[config.mk]
export PLATFORM = sky130hd
export DESIGN_NAME = ectx_overhead
export DESIGN_NICKNAME = d
export VERILOG_FILES = /design/src/pkg/ectx_pkg.sv /design/src/rtl/ectx_delay.sv /design/src/rtl/ectx_overhead.sv
export SDC_FILE = /design/constraint.sdc
export NUM_CORES = 1
export LEC_CHECK = 0
export ABC_AREA = 0
export BUFFER_PORTS_ARGS = -buffer_cell sky130_fd_sc_hd__buf_4
export CORE_AREA = 2 2 92 94
export DETAILED_ROUTE_END_ITERATION = 12
export DIE_AREA = 0 0 94 96
export GPL_TIMING_DRIVEN = 0
export HOLD_SLACK_MARGIN = 0.06
export PLACE_DENSITY_LB_ADDON = 0.3
export SYNTH_ARGS = -nofsm -noshare
export SYNTH_HDL_FRONTEND = slang
export SYNTH_HIERARCHICAL = 1
export SYNTH_SLANG_ARGS = --single-unit
[constraint.sdc]
create_clock -name clk -period 2.4 [get_ports clk]
set_clock_uncertainty 0.05 [all_clocks]
set_input_delay 0.36 -clock clk [delete_from_list [all_inputs] [get_ports clk]]
set_output_delay 0.36 -clock clk [all_outputs]
set_load 0.005 [all_outputs]
[src/pkg/ectx_pkg.sv]
package ectx_pkg;

	// ****************************************************************
	// Widths and counts
	// ****************************************************************
	localparam int BIT_W          = 3;
	localparam int TS_W           = 5;
	localparam int FRM_W          = 4;
	localparam int ADDR_W         = 4;
	localparam int REG_W          = 8;
	localparam int BIT_RATE_KHZ   = 2048;
	localparam int FRAME_TIME_US  = 125;
	localparam int MFRAME_TIME_US = 2000;
	localparam int FRAME_BITS     = FRAME_TIME_US * BIT_RATE_KHZ / 1000;
	localparam int MFRAME_BITS    = MFRAME_TIME_US * BIT_RATE_KHZ / 1000;
	localparam int NUM_TS         = FRAME_BITS / 8;
	localparam int NUM_FRM        = MFRAME_BITS / FRAME_BITS;
	localparam int LINE_LATENCY   = 5;
	localparam int SYNC_STAGES    = 2;
	localparam int DELAY_STAGES   = LINE_LATENCY - SYNC_STAGES - 1;

	// ****************************************************************
	// Frame positions
	// ****************************************************************
	localparam logic [TS_W-1:0]  TS_FRAME = 5'h00;
	localparam logic [TS_W-1:0]  TS_SIG   = 5'h10;
	localparam logic [TS_W-1:0]  LAST_TS  = TS_W'(NUM_TS - 1);
	localparam logic [BIT_W-1:0] LAST_BIT = 3'h7;
	localparam logic [FRM_W-1:0] LAST_FRM = FRM_W'(NUM_FRM - 1);
	localparam logic [FRM_W-1:0] CRC_KEEP_A  = 4'hd;
	localparam logic [FRM_W-1:0] CRC_KEEP_B  = 4'hf;
	localparam logic [FRM_W-1:0] CRC_MFA_END = 4'hc;

	// ****************************************************************
	// Codes
	// ****************************************************************
	localparam logic [7:0] IDLE_CODE = 8'hd5;
	localparam logic [6:0] FAS_CODE  = 7'h1b;
	localparam logic [5:0] CRC_MFA   = 6'h0b;

	// ****************************************************************
	// Register map, fields and reset values
	// ****************************************************************
	localparam logic [ADDR_W-1:0] ADDR_NATL   = 4'h0;
	localparam logic [ADDR_W-1:0] ADDR_EXTRA  = 4'h1;
	localparam logic [ADDR_W-1:0] ADDR_IDLE0  = 4'h2;
	localparam logic [ADDR_W-1:0] ADDR_IDLE1  = 4'h3;
	localparam logic [ADDR_W-1:0] ADDR_IDLE2  = 4'h4;
	localparam logic [ADDR_W-1:0] ADDR_IDLE3  = 4'h5;
	localparam logic [ADDR_W-1:0] ADDR_STATUS = 4'h6;
	localparam logic [REG_W-1:0]  REG_RST     = 8'h00;
	localparam int INTL_POS    = 7;
	localparam int ALARM_POS   = 5;
	localparam int EXTRA_A_POS = 3;
	localparam int DMA_POS     = 2;
	localparam int EXTRA_B_POS = 1;
	localparam int EXTRA_C_POS = 0;

	// ****************************************************************
	// Pin synchroniser slots
	// ****************************************************************
	localparam int PIN_N     = 5;
	localparam int PIN_SER   = 0;
	localparam int PIN_IND   = 1;
	localparam int PIN_XTRA  = 2;
	localparam int PIN_FSYNC = 3;
	localparam int PIN_MSYNC = 4;

	// ****************************************************************
	// Types
	// ****************************************************************
	typedef struct packed {
		logic [FRM_W-1:0] frm;
		logic [TS_W-1:0]  ts;
		logic [BIT_W-1:0] bitn;
	} ectx_pos_t;

	typedef struct packed {
		logic ccs_mode;
		logic intl_from_reg;
		logic natl_from_reg;
		logic extra_from_reg;
		logic crc4_en;
		logic odd_align;
	} ectx_ctl_t;

	typedef struct packed {
		logic data;
		logic align;
		logic mframe;
	} ectx_line_t;

endpackage

[src/rtl/ectx_delay.sv]
`timescale 1ns/10ps
module ectx_delay #(
	parameter int WIDTH = 3,
	parameter int DEPTH = 2
)
(
	// Clock, reset and enable.
	input  wire logic             clk,
	input  wire logic             resetn,
	input  wire logic             ce,
	// Stream in and out.
	input  wire logic [WIDTH-1:0] din,
	output logic      [WIDTH-1:0] dout
);

	logic [WIDTH-1:0] stage_r [DEPTH];

	// Fixed-length shift line; output comes from the last stage.
	always_ff @(posedge clk or negedge resetn)
	begin
		if (!resetn)
		begin
			for (int i = 0; i < DEPTH; i++)
				stage_r[i] <= '0;
		end
		else if (ce)
		begin
			stage_r[0] <= din;
			for (int i = 1; i < DEPTH; i++)
				stage_r[i] <= stage_r[i-1];
		end
	end

	assign dout = stage_r[DEPTH-1];

endmodule

[src/rtl/ectx_overhead.sv]
// How it works
// - Register international bit when source bit set.
// - Otherwise international bit sampled from external input.
// - CRC4 replaces international bit except frames 13,15.
// - Register national bits when national source set.
// - Otherwise national bits sampled from external input.
// - Remote alarm drives bit 3 of non-align frames.
// - Distant alarm drives bit 6 of frame 0 slot 16.
// - Register extra bits when extra source set.
// - Otherwise extra bits sampled from external input.
// - Common channel mode passes slot 16 untouched.
// - Thirty-two idle selects force idle code.
// - Idle selects for slots 0 and 16 ignored.
// - Multiframe sync edge sets multiframe alignment.
// - Frame sync edge sets frame position.
// - Without sync edges, counters free-run and report.
// - Alignment output marks even or odd frames.
// - Serial input reaches line after five periods.
// - Frame 0 slot 16 carries zero alignment nibble.
// - Thirty-two slots of eight bits, sixteen frames.
`timescale 1ns/10ps
module ectx_overhead (
	// Clock, reset and enable.
	input  wire logic                      clk,
	input  wire logic                      resetn,
	input  wire logic                      ce,
	// Control bits from the control registers.
	input  wire ectx_pkg::ectx_ctl_t       ctl,
	// Register access port.
	input  wire logic                      reg_wr,
	input  wire logic [ectx_pkg::ADDR_W-1:0] reg_addr,
	input  wire logic [ectx_pkg::REG_W-1:0]  reg_wdata,
	output logic      [ectx_pkg::REG_W-1:0]  reg_rdata,
	// Pins from the backplane.
	input  wire logic                      transmit_serial_input,
	input  wire logic                      external_intl_national_input,
	input  wire logic                      extra_bit_input,
	input  wire logic                      frame_sync_input,
	input  wire logic                      multiframe_sync_input,
	// Checksum generator.
	input  wire logic                      crc_code_bit,
	// Line and timing outputs.
	output logic                           line_out_positive,
	output logic                           line_out_negative,
	output logic                           alignment_frame_output,
	output logic                           multiframe_output
);

	// ****************************************************************
	// Declarations
	// ****************************************************************
	logic [ectx_pkg::PIN_N-1:0]     pin_raw;
	logic [ectx_pkg::PIN_N-1:0]     pin_s1_r;
	logic [ectx_pkg::PIN_N-1:0]     pin_s2_r;
	logic                           fs_d_r;
	logic                           ms_d_r;
	logic                           fs_edge;
	logic                           ms_edge;
	ectx_pkg::ectx_pos_t            pos_r;
	ectx_pkg::ectx_pos_t            pos_nxt;
	logic                           frame_end;
	logic                           align;
	logic [ectx_pkg::REG_W-1:0]     natl_r;
	logic [ectx_pkg::REG_W-1:0]     extra_r;
	logic [ectx_pkg::NUM_TS-1:0]    idle_r;
	logic                           intl_val;
	logic                           crc_replace;
	logic                           crc_val;
	logic                           extra_val;
	logic                           idle_hit;
	logic                           pass_data;
	logic                           mux_bit;
	ectx_pkg::ectx_line_t           line_in;
	ectx_pkg::ectx_line_t           line_dly;
	logic [2:0]                     ce_run_r;

	// ****************************************************************
	// Functions
	// ****************************************************************
	function automatic logic idle_allowed(
		input logic [ectx_pkg::TS_W-1:0] ts
	);
		idle_allowed = (ts != ectx_pkg::TS_FRAME) &&
			(ts != ectx_pkg::TS_SIG);
	endfunction

	// ****************************************************************
	// Pin synchronisers
	// ****************************************************************
	assign pin_raw = {multiframe_sync_input, frame_sync_input,
		extra_bit_input, external_intl_national_input,
		transmit_serial_input};

	always_ff @(posedge clk or negedge resetn)
	begin
		if (!resetn)
		begin
			pin_s1_r <= '0;
			pin_s2_r <= '0;
		end
		else if (ce)
		begin
			pin_s1_r <= pin_raw;
			pin_s2_r <= pin_s1_r;
		end
	end

	always_ff @(posedge clk or negedge resetn)
	begin
		if (!resetn)
		begin
			fs_d_r <= 1'b0;
			ms_d_r <= 1'b0;
		end
		else if (ce)
		begin
			fs_d_r <= pin_s2_r[ectx_pkg::PIN_FSYNC];
			ms_d_r <= pin_s2_r[ectx_pkg::PIN_MSYNC];
		end
	end

	// Edges are seen on the last bit of the old frame.
	assign fs_edge = pin_s2_r[ectx_pkg::PIN_FSYNC] && !fs_d_r;
	assign ms_edge = pin_s2_r[ectx_pkg::PIN_MSYNC] && !ms_d_r;

	// ****************************************************************
	// Frame position counters
	// ****************************************************************
	assign frame_end = (pos_r.ts == ectx_pkg::LAST_TS) &&
		(pos_r.bitn == ectx_pkg::LAST_BIT);

	always_comb
	begin
		pos_nxt = pos_r;
		pos_nxt.bitn = pos_r.bitn + 3'h1;
		if (pos_r.bitn == ectx_pkg::LAST_BIT)
			pos_nxt.ts = pos_r.ts + 5'h01;
		if (frame_end)
			pos_nxt.frm = pos_r.frm + 4'h1;
		if (ms_edge)
			pos_nxt = '0;
		else if (fs_edge)
		begin
			pos_nxt.ts = '0;
			pos_nxt.bitn = '0;
		end
	end

	// Counters run free when no sync edge arrives.
	always_ff @(posedge clk or negedge resetn)
	begin
		if (!resetn)
			pos_r <= '0;
		else if (ce)
			pos_r <= pos_nxt;
	end

	assign align = (pos_r.frm[0] == ctl.odd_align);

	// ****************************************************************
	// Registers
	// ****************************************************************
	always_ff @(posedge clk or negedge resetn)
	begin
		if (!resetn)
		begin
			natl_r  <= ectx_pkg::REG_RST;
			extra_r <= ectx_pkg::REG_RST;
			idle_r  <= '0;
		end
		else if (ce && reg_wr)
		begin
			unique case (reg_addr)
				ectx_pkg::ADDR_NATL:  natl_r <= reg_wdata;
				ectx_pkg::ADDR_EXTRA: extra_r <= reg_wdata;
				ectx_pkg::ADDR_IDLE0: idle_r[7:0] <= reg_wdata;
				ectx_pkg::ADDR_IDLE1: idle_r[15:8] <= reg_wdata;
				ectx_pkg::ADDR_IDLE2: idle_r[23:16] <= reg_wdata;
				ectx_pkg::ADDR_IDLE3: idle_r[31:24] <= reg_wdata;
				default: ;
			endcase
		end
	end

	// Reserved bits read back as stored.
	always_ff @(posedge clk or negedge resetn)
	begin
		if (!resetn)
			reg_rdata <= ectx_pkg::REG_RST;
		else if (ce)
		begin
			unique case (reg_addr)
				ectx_pkg::ADDR_NATL:   reg_rdata <= natl_r;
				ectx_pkg::ADDR_EXTRA:  reg_rdata <= extra_r;
				ectx_pkg::ADDR_IDLE0:  reg_rdata <= idle_r[7:0];
				ectx_pkg::ADDR_IDLE1:  reg_rdata <= idle_r[15:8];
				ectx_pkg::ADDR_IDLE2:  reg_rdata <= idle_r[23:16];
				ectx_pkg::ADDR_IDLE3:  reg_rdata <= idle_r[31:24];
				ectx_pkg::ADDR_STATUS: reg_rdata <= {pos_r.frm, 3'h0, align};
				default:               reg_rdata <= ectx_pkg::REG_RST;
			endcase
		end
	end

	// ****************************************************************
	// Overhead insertion
	// ****************************************************************
	always_comb
	begin
		intl_val = ctl.intl_from_reg ? natl_r[ectx_pkg::INTL_POS] :
			pin_s2_r[ectx_pkg::PIN_IND];
		crc_replace = ctl.crc4_en && (pos_r.frm != ectx_pkg::CRC_KEEP_A) &&
			(pos_r.frm != ectx_pkg::CRC_KEEP_B);
		crc_val = crc_code_bit;
		if (!align && (pos_r.frm < ectx_pkg::CRC_MFA_END))
			crc_val = ectx_pkg::CRC_MFA[3'h5 - pos_r.frm[3:1]];
		extra_val = pin_s2_r[ectx_pkg::PIN_XTRA];
		if (ctl.extra_from_reg)
		begin
			unique case (pos_r.bitn)
				3'h4: extra_val = extra_r[ectx_pkg::EXTRA_A_POS];
				3'h6: extra_val = extra_r[ectx_pkg::EXTRA_B_POS];
				default: extra_val = extra_r[ectx_pkg::EXTRA_C_POS];
			endcase
		end
		idle_hit = idle_r[pos_r.ts] && idle_allowed(pos_r.ts);
		pass_data = 1'b0;
		mux_bit = pin_s2_r[ectx_pkg::PIN_SER];
		if (pos_r.ts == ectx_pkg::TS_FRAME)
		begin
			if (pos_r.bitn == 3'h0)
				mux_bit = crc_replace ? crc_val : intl_val;
			else if (align)
				mux_bit = ectx_pkg::FAS_CODE[3'h7 - pos_r.bitn];
			else if (pos_r.bitn == 3'h1)
				mux_bit = 1'b1;
			else if (pos_r.bitn == 3'h2)
				mux_bit = natl_r[ectx_pkg::ALARM_POS];
			else if (ctl.natl_from_reg)
				mux_bit = natl_r[3'h7 - pos_r.bitn];
			else
				mux_bit = pin_s2_r[ectx_pkg::PIN_IND];
		end
		else if ((pos_r.ts == ectx_pkg::TS_SIG) && (pos_r.frm == '0) &&
			!ctl.ccs_mode)
		begin
			if (pos_r.bitn < 3'h4)
				mux_bit = 1'b0;
			else if (pos_r.bitn == 3'h5)
				mux_bit = extra_r[ectx_pkg::DMA_POS];
			else
				mux_bit = extra_val;
		end
		else if (idle_hit)
			mux_bit = ectx_pkg::IDLE_CODE[3'h7 - pos_r.bitn];
		else
			pass_data = 1'b1;
	end

	// ****************************************************************
	// Line pipeline
	// ****************************************************************
	assign line_in = '{data: mux_bit, align: align,
		mframe: (pos_r.frm == '0)};

	ectx_delay #(
		.WIDTH ($bits(ectx_pkg::ectx_line_t)),
		.DEPTH (ectx_pkg::DELAY_STAGES)
	) u_delay (
		.clk    (clk),
		.resetn (resetn),
		.ce     (ce),
		.din    (line_in),
		.dout   (line_dly)
	);

	// Output stage completes the five-period path.
	always_ff @(posedge clk or negedge resetn)
	begin
		if (!resetn)
		begin
			line_out_positive      <= 1'b0;
			line_out_negative      <= 1'b0;
			alignment_frame_output <= 1'b0;
			multiframe_output      <= 1'b0;
		end
		else if (ce)
		begin
			line_out_positive      <= line_dly.data;
			line_out_negative      <= 1'b0;
			alignment_frame_output <= line_dly.align;
			multiframe_output      <= line_dly.mframe;
		end
	end

	// ****************************************************************
	// Assertions
	// ****************************************************************
	always_ff @(posedge clk or negedge resetn)
	begin
		if (!resetn)
			ce_run_r <= 3'h0;
		else if (!ce)
			ce_run_r <= 3'h0;
		else if (ce_run_r != 3'h7)
			ce_run_r <= ce_run_r + 3'h1;
	end
endmodule

Word-level counts from Yosys, hierarchy flattened
Memory sizes are Yosys's and may differ from the RTL's.
Index checks and enable logic that the tools add are counted.
{"block": "classes", "n_reduce_logical": 30, "n_lt_le_gt_ge": 5, "add_sub_neg": 5, "muxes": 28, "n_eq_ne": 18}
{"op": "8-bit one-hot mux with 7 select lines", "count": 1}
{"op": "1-bit two-way mux", "count": 19}
{"op": "8-bit two-way mux", "count": 2}
{"op": "2-bit AND reduction", "count": 8}
{"op": "3-bit equality test (second input constant)", "count": 4}
{"op": "4-bit by 3-bit equality test with 1-bit output (second input constant)", "count": 3}
{"op": "1-bit logical AND", "count": 11}
{"op": "5-bit equality test (second input constant)", "count": 2}
{"op": "4-bit by 2-bit equality test with 1-bit output (second input constant)", "count": 2}
{"op": "4-bit logical NOT", "count": 2}
{"op": "3-bit by 4-bit less-than comparator with 1-bit output (second input constant)", "count": 2}
{"op": "4-bit two-way mux", "count": 2}
{"op": "4-bit != test (second input constant)", "count": 2}
{"op": "5-bit by 6-bit less-than comparator with 1-bit output (second input constant)", "count": 1}
{"op": "3-bit subtractor (first input constant)", "count": 2}
{"op": "5-bit by 1-bit adder with 5-bit output (second input constant)", "count": 1}
{"op": "1-bit binary-select mux with 5-bit select", "count": 1}
{"op": "5-bit logical NOT", "count": 1}
{"op": "5-bit two-way mux", "count": 1}
{"op": "5-bit != test (second input constant)", "count": 1}
{"op": "5-bit nonzero test", "count": 1}
{"op": "4-bit by 1-bit adder with 4-bit output (second input constant)", "count": 1}
{"op": "4-bit by 1-bit equality test with 1-bit output (second input constant)", "count": 1}
{"op": "1-bit logical NOT", "count": 4}
{"op": "other kinds (11)", "count": 11}
{"block": "word_totals", "romBits": 24, "mem_count": 3, "wordCells": 108, "input_bits": 28, "register_bits": 89}
{"name": "(no name shown)", "words": 8, "word_bits": 1, "rd": 1, "rd_clocked_by_memory_dff": 0, "write_ports": 0, "line_no": "ectx_overhead.sv:255", "source": "mux_bit = ectx_pkg::IDLE_CODE[3'h7 - pos_r.bitn];"}
{"name": "(no name shown)", "words": 8, "word_bits": 1, "rd": 1, "rd_clocked_by_memory_dff": 0, "write_ports": 0, "line_no": "ectx_overhead.sv:234", "source": "mux_bit = ectx_pkg::FAS_CODE[3'h7 - pos_r.bitn];"}
{"name": "(no name shown)", "words": 8, "word_bits": 1, "rd": 1, "rd_clocked_by_memory_dff": 0, "write_ports": 0, "line_no": "ectx_overhead.sv:216", "source": "crc_val = ectx_pkg::CRC_MFA[3'h5 - pos_r.frm[3:1]];"}

Depth between registers and ports, before layout
Gate-level depths: netlist of the first run.
{"block": "logic_depth", "word_depth": 9, "depth_mapped": 10}

Modules after synthesis
The synthesis of the first run kept the hierarchy.
{"mod": "ectx_overhead", "n_inst": 1, "cells_each": 380, "area_per_inst_um2": 4464.3}
{"mod": "ectx_delay", "n_inst": 1, "cells_each": 16, "area_per_inst_um2": 274.0}

Worst setup path before layout of the first run
Ideal clock, no wire load.
{"block": "synth_timing", "kind": "register to register", "start": "register pos_r[3] (netlist name)", "end": "register u_delay/stage_r[5] (netlist name)", "stages_incl_launch_ff": 11, "arrival_ns": 2.087, "synth_period_minus_slack_ns": 2.201, "n_path_buf": 2, "slack_ns": 0.199, "setup_time_ns": 0.064, "t_required_ns": 2.286, "path_cell_list": "dfrtp_1 -> buf_6 -> buf_8 -> inv_1 -> ha_1 -> nand2_1 -> o2111ai_1 -> o22a_1 -> or4b_1 -> a32oi_1 -> mux2_4"}
{"element": "from (decl)", "line_no": "ectx_overhead.sv:59", "source": "ectx_pkg::ectx_pos_t pos_r;"}
{"element": "from (signal assigned)", "line_no": "ectx_overhead.sv:155", "source": "pos_r <= pos_nxt;"}
{"element": "to (signal, indexed assignment)", "line_no": "ectx_delay.sv:30", "source": "stage_r[i] <= stage_r[i-1];"}
{"element": "to (decl)", "line_no": "ectx_delay.sv:16", "source": "logic [WIDTH-1:0] stage_r [DEPTH];"}

==> results of run 1 <==
critical path, delay by kind of cell (launching register included):
kind            cells  cell delay [ns]
simple gates        3             0.74
compound gates      3             0.63
flops               1             0.36
buf+inv             1             0.36
mux                 1             0.18
logic make-up (layout without fill, tap and decap cells):
logic type,count (synthesis),count (layout),synth area share
AOI/OAI and AO/OA,84,84,0.128
xor gates and xnor gates,1,1,0.00185
adders and majority gates,13,13,0.0343
buffers and inverters,39,94,0.0420
DFF,89,89,0.470
muxes,94,94,0.244
other,1,1,0.000791
and+or+nand+nor,75,75,0.0798
through the flow:
stage,hold slack [ns],setup TNS (ns)
floorplan,0.0144,0
global route,0.169,-0.0411
detailed placement,0.425,-0.185
CTS,0.170,0
finish,0.149,0
global placement,0.420,-0.104
final timing paths:
path	slack, ns	depth (start not counted)	start	endpoint
hold reg to reg	0.44	1	reg_rdata[2]	reg_rdata[2]
max in group asynchronous	1.38	1	resetn	pos_r[3]
min in group clk	0.18	2	multiframe_sync_input	pin_s1_r[4]
setup reg to reg	0.04	8	pos_r[7]	u_delay/stage_r[5]
setup / recovery	0.04	8	pos_r[7]	u_delay/stage_r[5]
hold / removal	0.15	1	resetn	fs_d_r
synthesized netlist by cell type, types with 2 or more instances:
| cell | number |
|---|---|
| sky130_fd_sc_hd__a211oi_1 | 8 |
| sky130_fd_sc_hd__a21oi_1 | 11 |
| sky130_fd_sc_hd__a221oi_1 | 7 |
| sky130_fd_sc_hd__a22o_1 | 6 |
| sky130_fd_sc_hd__a22oi_1 | 7 |
| sky130_fd_sc_hd__and2_1 | 4 |
| sky130_fd_sc_hd__and3_1 | 6 |
| sky130_fd_sc_hd__buf_2 | 6 |
| sky130_fd_sc_hd__buf_4 | 5 |
| sky130_fd_sc_hd__buf_6 | 2 |
| sky130_fd_sc_hd__clkbuf_1 | 12 |
| sky130_fd_sc_hd__dfrtp_1 | 89 |
| sky130_fd_sc_hd__ha_1 | 13 |
| sky130_fd_sc_hd__inv_1 | 12 |
| sky130_fd_sc_hd__mux2_1 | 25 |
| sky130_fd_sc_hd__mux2_2 | 46 |
| sky130_fd_sc_hd__mux2_4 | 6 |
| sky130_fd_sc_hd__mux2i_1 | 10 |
| sky130_fd_sc_hd__mux4_1 | 2 |
| sky130_fd_sc_hd__mux4_2 | 5 |
| sky130_fd_sc_hd__nand2_1 | 14 |
| sky130_fd_sc_hd__nand2b_1 | 3 |
| sky130_fd_sc_hd__nand3_1 | 10 |
| sky130_fd_sc_hd__nor2_1 | 19 |
| sky130_fd_sc_hd__nor2b_1 | 9 |
| sky130_fd_sc_hd__nor3_1 | 4 |
| sky130_fd_sc_hd__o21ai_0 | 14 |
| sky130_fd_sc_hd__o22a_1 | 2 |
| sky130_fd_sc_hd__o22ai_1 | 4 |
| sky130_fd_sc_hd__o2bb2ai_1 | 8 |
| sky130_fd_sc_hd__o31ai_1 | 2 |
area by class of cell:
cell class | instances | area [um2] | area share
multi-input combinational | 268 | 2360 | 0.436
sequential | 89 | 2230 | 0.412
timing repair buffer | 40 | 308 | 0.0568
clock buffer | 12 | 145 | 0.0268
buffer | 25 | 141 | 0.0261
tap | 105 | 131 | 0.0242
clock inverter | 4 | 52.6 | 0.00970
inverter | 13 | 48.8 | 0.00900
report_power, final:
part	total (mW)	switching (mW)	leakage, nW	internal (mW)
logic	0.924	0.429	1.20	0.496
clock network	1.05	0.536	0.0888	0.511
registers	1.97	0.221	1.12	1.75
total	3.94	1.19	2.41	2.75
sequential cells by signal, indices dropped and copies added (netlist names):
| register | cells |
|---|---|
| alignment_frame_output | 1 |
| extra_r | 8 |
| fs_d_r | 1 |
| idle_r | 32 |
| line_out_positive | 1 |
| ms_d_r | 1 |
| multiframe_output | 1 |
| natl_r | 8 |
| pin_s1_r | 5 |
| pin_s2_r | 5 |
| pos_r | 12 |
| reg_rdata | 8 |
| u_delay/dout | 3 |
| u_delay/stage_r | 3 |
routing by layer:
layer / global-route usage / routed length [um] / vias to the layer above
li1: - / - / 1569
met1: 0.363 / 4510 / 1780
met2: 0.463 / 5710 / 166
met3: 0.0626 / 954 / 29
met4: 0.110 / 323 / 0
met5: 0 / 0 / -
what timing repair did:
| item | 4_1_cts | 5_1_grt |
|---|---|---|
| pin swaps | 3 | 4 |
| gates resized for setup | 7 | 9 |
| endpoints found under the setup margin | 1 | 1 |
| setup buffers | 3 | 2 |
==> impl.org, run 1 <==
** Run status
- The flow ran to the end, and the final reports show no timing, DRC or antenna violations.

** Critical path
- STA classifies the critical path startpoint as a flop.
- Startpoint-to-endpoint class of the critical path :: flop to flop
- The slowest stage of the critical path belongs to the cell sky130_fd_sc_hd__or4b_4.
- Traced cell by cell, the critical path runs through clkbuf_1 > nor2_1 > nand3_1 > o2111ai_1 > o22a_1 > or4b_4 > a32oi_4 > mux2_4.
- STA classifies the critical path endpoint as a flop.
- Data on the critical path is required at its endpoint by 2.66 ns.
- Slowest stage delay, CP :: 0.51 ns
- Maximum fanout count along the critical path :: 8
- STA puts the critical path data arrival time at 2.62 ns.

** GRT
- Entering global routing, the biggest net connects 90 pins.
- The via count of the first global-routing pass is 3,575.
- Summed over all layers, the global routing overflow is 0.
- The number of antenna violations at the first check in global routing came to 0.
- Global Route Usage Sum :: 0.280
- First-pass GRT wire length :: 18,800 um

** Synth
- By area the synthesized netlist is led by sky130_fd_sc_hd__dfrtp_1, sky130_fd_sc_hd__mux2_2, sky130_fd_sc_hd__mux2_1.
- Counting flops and latches in the post-synthesis netlist gives 89.
- Counting every net in the synthesized netlist gives 437.
- The number of different library cells used by synthesis comes to 56.
- The synthesized netlist occupies a cell area of 4740 um2.
- Yosys top cell by area :: sky130_fd_sc_hd__dfrtp_1
- Of the synthesized area, sequential elements account for 0.470.
- Post-synthesis area per instance :: 12.0 um2
- Synth top area share :: 0.470
- Primary FF master, synth :: sky130_fd_sc_hd__dfrtp_1
- The Yosys step of the flow raised 6 warnings.
- Number of flops mapped to enable cells by yosys :: 0
- After synthesis, the share of flip-flops with an asynchronous set or reset is 1.00.
- Syn Inst Count :: 396

** Layout
- Fill cells in the final layout number 609.
- Area added between synthesis and finish :: 14.4%
- In the final layout, the share of cells above drive strength 1 is 0.304.
- Leaving out fill and tap cells, the most frequent cells in the layout are sky130_fd_sc_hd__dfrtp_1, sky130_fd_sc_hd__buf_4, sky130_fd_sc_hd__mux2_2.
- Post-route insts no fill :: 556
- With fillers left out, the area of the finished cells amounts to 5420 um2.
- 0 antenna diodes ended up in the layout.
- The library cell used most frequently in the layout, excluding fill and tap cells, is sky130_fd_sc_hd__dfrtp_1.
- Once layout is complete, the utilization of the core stands at 0.673.
- The net count of the finished layout is 487.

** Flow run
- Max capacitance violation total :: 0

** Floorplanning
- Die area :: 9020 um2
- Number of rows in the core area :: 33
- The die is 94 um wide.
- The floorplan step set the die height to 96 um.
- The core region is 8050 um2.
- Ports :: 40
- Effective utilization at floorplan :: 0.589

** STA
- Setup repair after global routing missed its margin :: true
- For the pin with the worst max-slew slack, the measured transition is 1.11 ns.
- The number of hold violations in the final report came to 0.
- Timing would allow up to 423 MHz.
- Setup slack of the critical path after layout :: 0.0368 ns
- Count of endpoints failing setup in the final report :: 0
- Dividing the final minimum period by the clock period gives 0.985.
- Max-slew headroom at the worst pin :: 0.260
- The worst path in the final design needs a cycle of 2.36 ns, including I/O delays and setup.
- The final max-slew violation count was 0.

** CTS
- TritonCTS built the clock tree.
- Clk root buf :: sky130_fd_sc_hd__clkbuf_8
- Number of buffers inserted by hold repair at cts :: 0
- Bufs on Longest Clock Path :: 2
- Number of buffers inserted during clock tree synthesis :: 9
- The clock drives 89 sinks.
- Later-pin clock latency in the skew report :: 0.36 ns
- After clock tree synthesis, the clock-pin slew on the worst setup and hold paths is 0.09 ns.
- Maximum level of the CTS H-tree :: 3

** Placed design
- After detailed placement, the design holds a cell count of 536.
- Placed cell areas :: 5130 um2
- Pre-CTS setup slack :: -0.185 ns
- Number of port buffers :: 35
- Gp weighted congestion :: 0.933
- Once detailed placement completed, the half-perimeter wirelength came to 8290 um.

** Detailed routing
- Once detail routing completed, the nets flagged for antenna violations numbered 0.
- Across all layers, the routed design uses 3,544 vias.
- Detailed-route vias per instance :: 6.37
- Number of DRC markers in iteration 0 :: 332
- After detailed routing, the average wire length per cell comes to 20.7 um.
- Iteration count of the initial detailed-routing pass :: 5
- WL final :: 11,500 um
- DRC violation count after routing :: 0

** Pwr
- Power density cells :: 727 nW/um2
- P_leak :: 2.41 nW
- The worst-case IR drop observed on VDD is 360 uV.
- Final Total Pwr :: 3.94 mW

** Worst hold path
- The path class of the tightest hold or removal check is input pin to asynchronous set/reset pin.
(Power assumes the default switching activity.)
==> run 2, diff against run 1 <==
- CORE_AREA: 2 2 92 94 -> 2 2 106 108
- DIE_AREA: 0 0 94 96 -> 0 0 108 110
- SYNTH_HIERARCHICAL: 1 -> unset
==> impl.org, run 2 <==
** Floorplanning
- Number of rows in the core area :: 38
- Ports :: 40
- Measured along the y axis, the die boundary spans 110 um.
- Die Width :: 108 um
- Die area :: 11,900 um2
- The core region is 10,700 um2.
- Effective utilization at floorplan :: 0.445

** CTS
- Later-pin clock latency in the skew report :: 0.37 ns
- Counting along the longest clock path gives a buffer depth of 2.
- TritonCTS built the clock tree.
- Clock-pin slew was measured on the worst setup and hold paths at 0.08 ns.
- Hold repair after CTS inserted 0 buffers.
- Number of buffers inserted during clock tree synthesis :: 9
- CTS sink count :: 89
- CTS built an H-tree with a depth of 3.
- Clk root buf :: sky130_fd_sc_hd__clkbuf_8

** Detailed routing
- The first detailed-routing pass took 4 iterations.
- The detailed router used layers up to and including met4.
- In the final routed layout, each cell accounts on average for 19.8 um.
- Summed over all nets, wire length on met3 after detailed routing comes to 660 um.
- Once detail routing completed, the nets flagged for antenna violations numbered 0.
- In the routed layout, each cell is associated on average with a via count of 5.77.
- The detailed router finished its first iteration with 229 violations.
- In the final routing, the length of wire on met1 measures 5330 um.
- DRC violation count after routing :: 0
- Detailed routing inserted a total of 3,370 vias.
- Summed over all layers, the routed wires come to 11,600 um.
- Routed length on met2 :: 5300 um

** Synth
- Among all cell types in the netlist, the one instantiated most often is sky130_fd_sc_hd__dfrtp_1.
- In the synthesized netlist, the number of instances is 387.
- Counting every net in the synthesized netlist gives 428.
- Dividing the synthesized area by the synthesized cell count gives 12.3 um2.
- Summed over all instances, the cell type with the most area after synthesis is sky130_fd_sc_hd__dfrtp_1.
- Cell types with the largest area share after synthesis :: sky130_fd_sc_hd__dfrtp_1, sky130_fd_sc_hd__mux2_2, sky130_fd_sc_hd__mux4_2
- Number of flops mapped to enable cells by yosys :: 0
- Yosys warns :: 0
- Netlist area before placement :: 4760 um2
- Primary FF master, synth :: sky130_fd_sc_hd__dfrtp_1
- For this run, asynchronously set or reset flops after synthesis account for 1.00.
- Share of synthesized area occupied by flip-flops and latches :: 0.468
- The share of synthesized area in the top cell type comes to 0.468.
- Most used standard cells in the synthesized netlist :: sky130_fd_sc_hd__dfrtp_1, sky130_fd_sc_hd__mux2_2, sky130_fd_sc_hd__nand2_1, sky130_fd_sc_hd__o21ai_0, sky130_fd_sc_hd__mux2i_1
- Synthesis inferred 89 register bits.
- Yosys mapped the design onto 58 distinct sky130hd cell types.

** GRT
- Maximum number of pins on one net before global-route repair :: 90
- Initial antenna violation count :: 0
- Vias in the first global route :: 3,203
- Residual overflow from global routing :: 0
- First-pass GRT wire length :: 17,900 um
- Global Route Usage Sum :: 0.206

** STA
- In the final timing run, aggregate negative setup slack is 0 ns.
- Count of endpoints failing setup in the final report :: 0
- The smallest clock period supported by the final layout is computed as 2.30 ns.
- The final max-slew violation count came to 0.
- Headroom to the max-slew limit came out at 0.263.
- Number of hold-slack violations in the final timing report :: 0
- Transition time of the tightest slew-check pin :: 1.11 ns
- Highest attainable clock frequency :: 435 MHz
- Tcrit/Tclk final :: 0.959
- The tightest hold path in the finished design has a slack of 0.153 ns.

** Layout
- In the final layout, the share of cells above drive strength 1 is 0.347.
- Relative to the synthesized area, the layout overhead comes to 15.1%.
- In the final layout, the registers with the most flip-flops are idle_r (32), pos_r (12).
- Leading cell types in the layout, fill and taps excluded :: sky130_fd_sc_hd__dfrtp_1, sky130_fd_sc_hd__mux2_2, sky130_fd_sc_hd__buf_4
- Max reg flops :: 32
- The repair_antennas step left the layout with diodes totalling 0.
- Biggest register :: idle_r
- Most common cell after layout, fill and taps aside :: sky130_fd_sc_hd__dfrtp_1
- The net count of the finished layout is 480.

** Critical path
- Cell type of the slowest stage on the worst timing path :: sky130_fd_sc_hd__or4_4
- STA classifies the critical path endpoint as a flop.
- The worst register-to-register path ends at u_delay.stage_r[5].
- Type of element launching the critical path :: flop
- Among cell families on the critical path, the largest total delay comes from simple AND/OR/NAND/NOR gates.
- Logic depth of the worst register-to-register path :: 9
- At the worst endpoint, the arrival time is 2.50 ns.
- Data required time at the worst endpoint :: 2.60 ns
- The critical path contains buffers and inverters numbering 2 combined.
- Ordered cell list for the critical path :: buf_6 > bufinv_8 > ha_1 > or3b_4 > nand2_1 > or4_4 > and3_1 > a211oi_2 > a31oi_1
- FF-to-FF Start :: pos_r[4]
- Slowest stage delay, CP :: 0.52 ns
- Slack of the worst reg-to-reg path :: 0.1 ns
- Along the worst path, the maximum fanout reaches 6.
- Startpoint-to-endpoint class of the critical path :: flop to flop

** Pwr
- Switch share :: 0.288
- P_leak :: 2.43 nW
- Cell internal power was estimated by the tool at 2.88 mW.
- Dividing total power by cell area gives a power density of 738 nW/um2.
- The share of total power dissipated in combinational logic is 0.218.
- The share of total power dissipated in sequential elements is 0.491.
- The analysis attributes to net switching a power of 1.16 mW.
- Clock share of power :: 0.291
- Peak supply drop :: 334 uV

** Placed design
- During placement, the flow inserted port buffers numbering 36.
- Gp weighted congestion :: 0.920
- Once detailed placement completed, the half-perimeter wirelength came to 8430 um.

** Worst hold path
- In this run the worst hold path is classified as input pin to asynchronous set/reset pin.

** Run status
- Status :: complete, no violations

** Flow run
- Max capacitance violation total :: 0
-- run 2: kinds of logic after synthesis --
logic type	share of synthesized area
compound gates	0.0981
other cells	0.000788
fa+ha+maj	0.0342
mux	0.269
xor+xnor	0.00184
simple gates	0.0931
flops	0.468
buf+inv	0.0350
-- run 2: worst max path at each step --
stage                     slack (ns)  depth (start not counted)  startpoint            endpoint
after floorplan                 0.12                          9    pos_r[3]  u_delay.stage_r[5]
after global placement         -0.17                          9    pos_r[3]  u_delay.stage_r[5]
after detailed placement       -0.23                          9    pos_r[3]  u_delay.stage_r[5]
after CTS                       0.03                          9    pos_r[4]  u_delay.stage_r[5]
after global routing           -0.02                          9    pos_r[4]  u_delay.stage_r[5]
final                            0.1                          9    pos_r[4]  u_delay.stage_r[5]
-- run 2: stage by stage --
step / power [mW] / cells / setup WS, ns / utilization / area, um2
6_report: 4.04 / 584 / 0.0996 / 0.512 / 5480
5_1_grt: 4.24 / 584 / -0.0162 / 0.512 / 5480
4_1_cts: 4.06 / 580 / 0.0282 / 0.509 / 5450
3_5_place_dp: 2.89 / 563 / -0.228 / 0.487 / 5200
3_3_place_gp: 2.86 / 563 / -0.175 / 0.487 / 5200
2_1_floorplan: 2.55 / 387 / 0.118 / - / 4760
-- run 2: per-layer routing --
layer | vias to the layer above | track usage
met5 | - | 0
met3 | 18 | 0.0341
li1 | 1539 | -
met4 | 0 | 0.0833
met2 | 104 | 0.301
met1 | 1709 | 0.304
-- run 2: cell type report --
type                    count  area [um2]
inverters                  13        62.6
plain buffers              20         110
fillers                   905        5220
repair buffers             41         308
multi-input cells         265        2370
clock inverters             4        75.1
flip-flops and latches     89        2230
well taps                 140         175
clock buffers              12         155
-- run 2: what timing repair did --
| item | CTS | global route |
|---|---|---|
| hold endpoints to repair | 0 | 0 |
| pin swaps | 0 | 1 |
| setup buffers | 1 | 4 |
| endpoints found under the setup margin | 1 | 1 |
| resized for setup | 2 | 2 |
| cloned | 0 | 0 |
-- run 2: power groups by stage --
stage	clock network [mW]	registers, mW	logic [mW]
2_1_floorplan	0	1.92	0.627
3_3_place_gp	0	2.00	0.855
3_5_place_dp	0	2.01	0.877
4_1_cts	1.19	1.98	0.884
5_1_grt	1.25	2.02	0.966
6_report	1.18	1.98	0.882
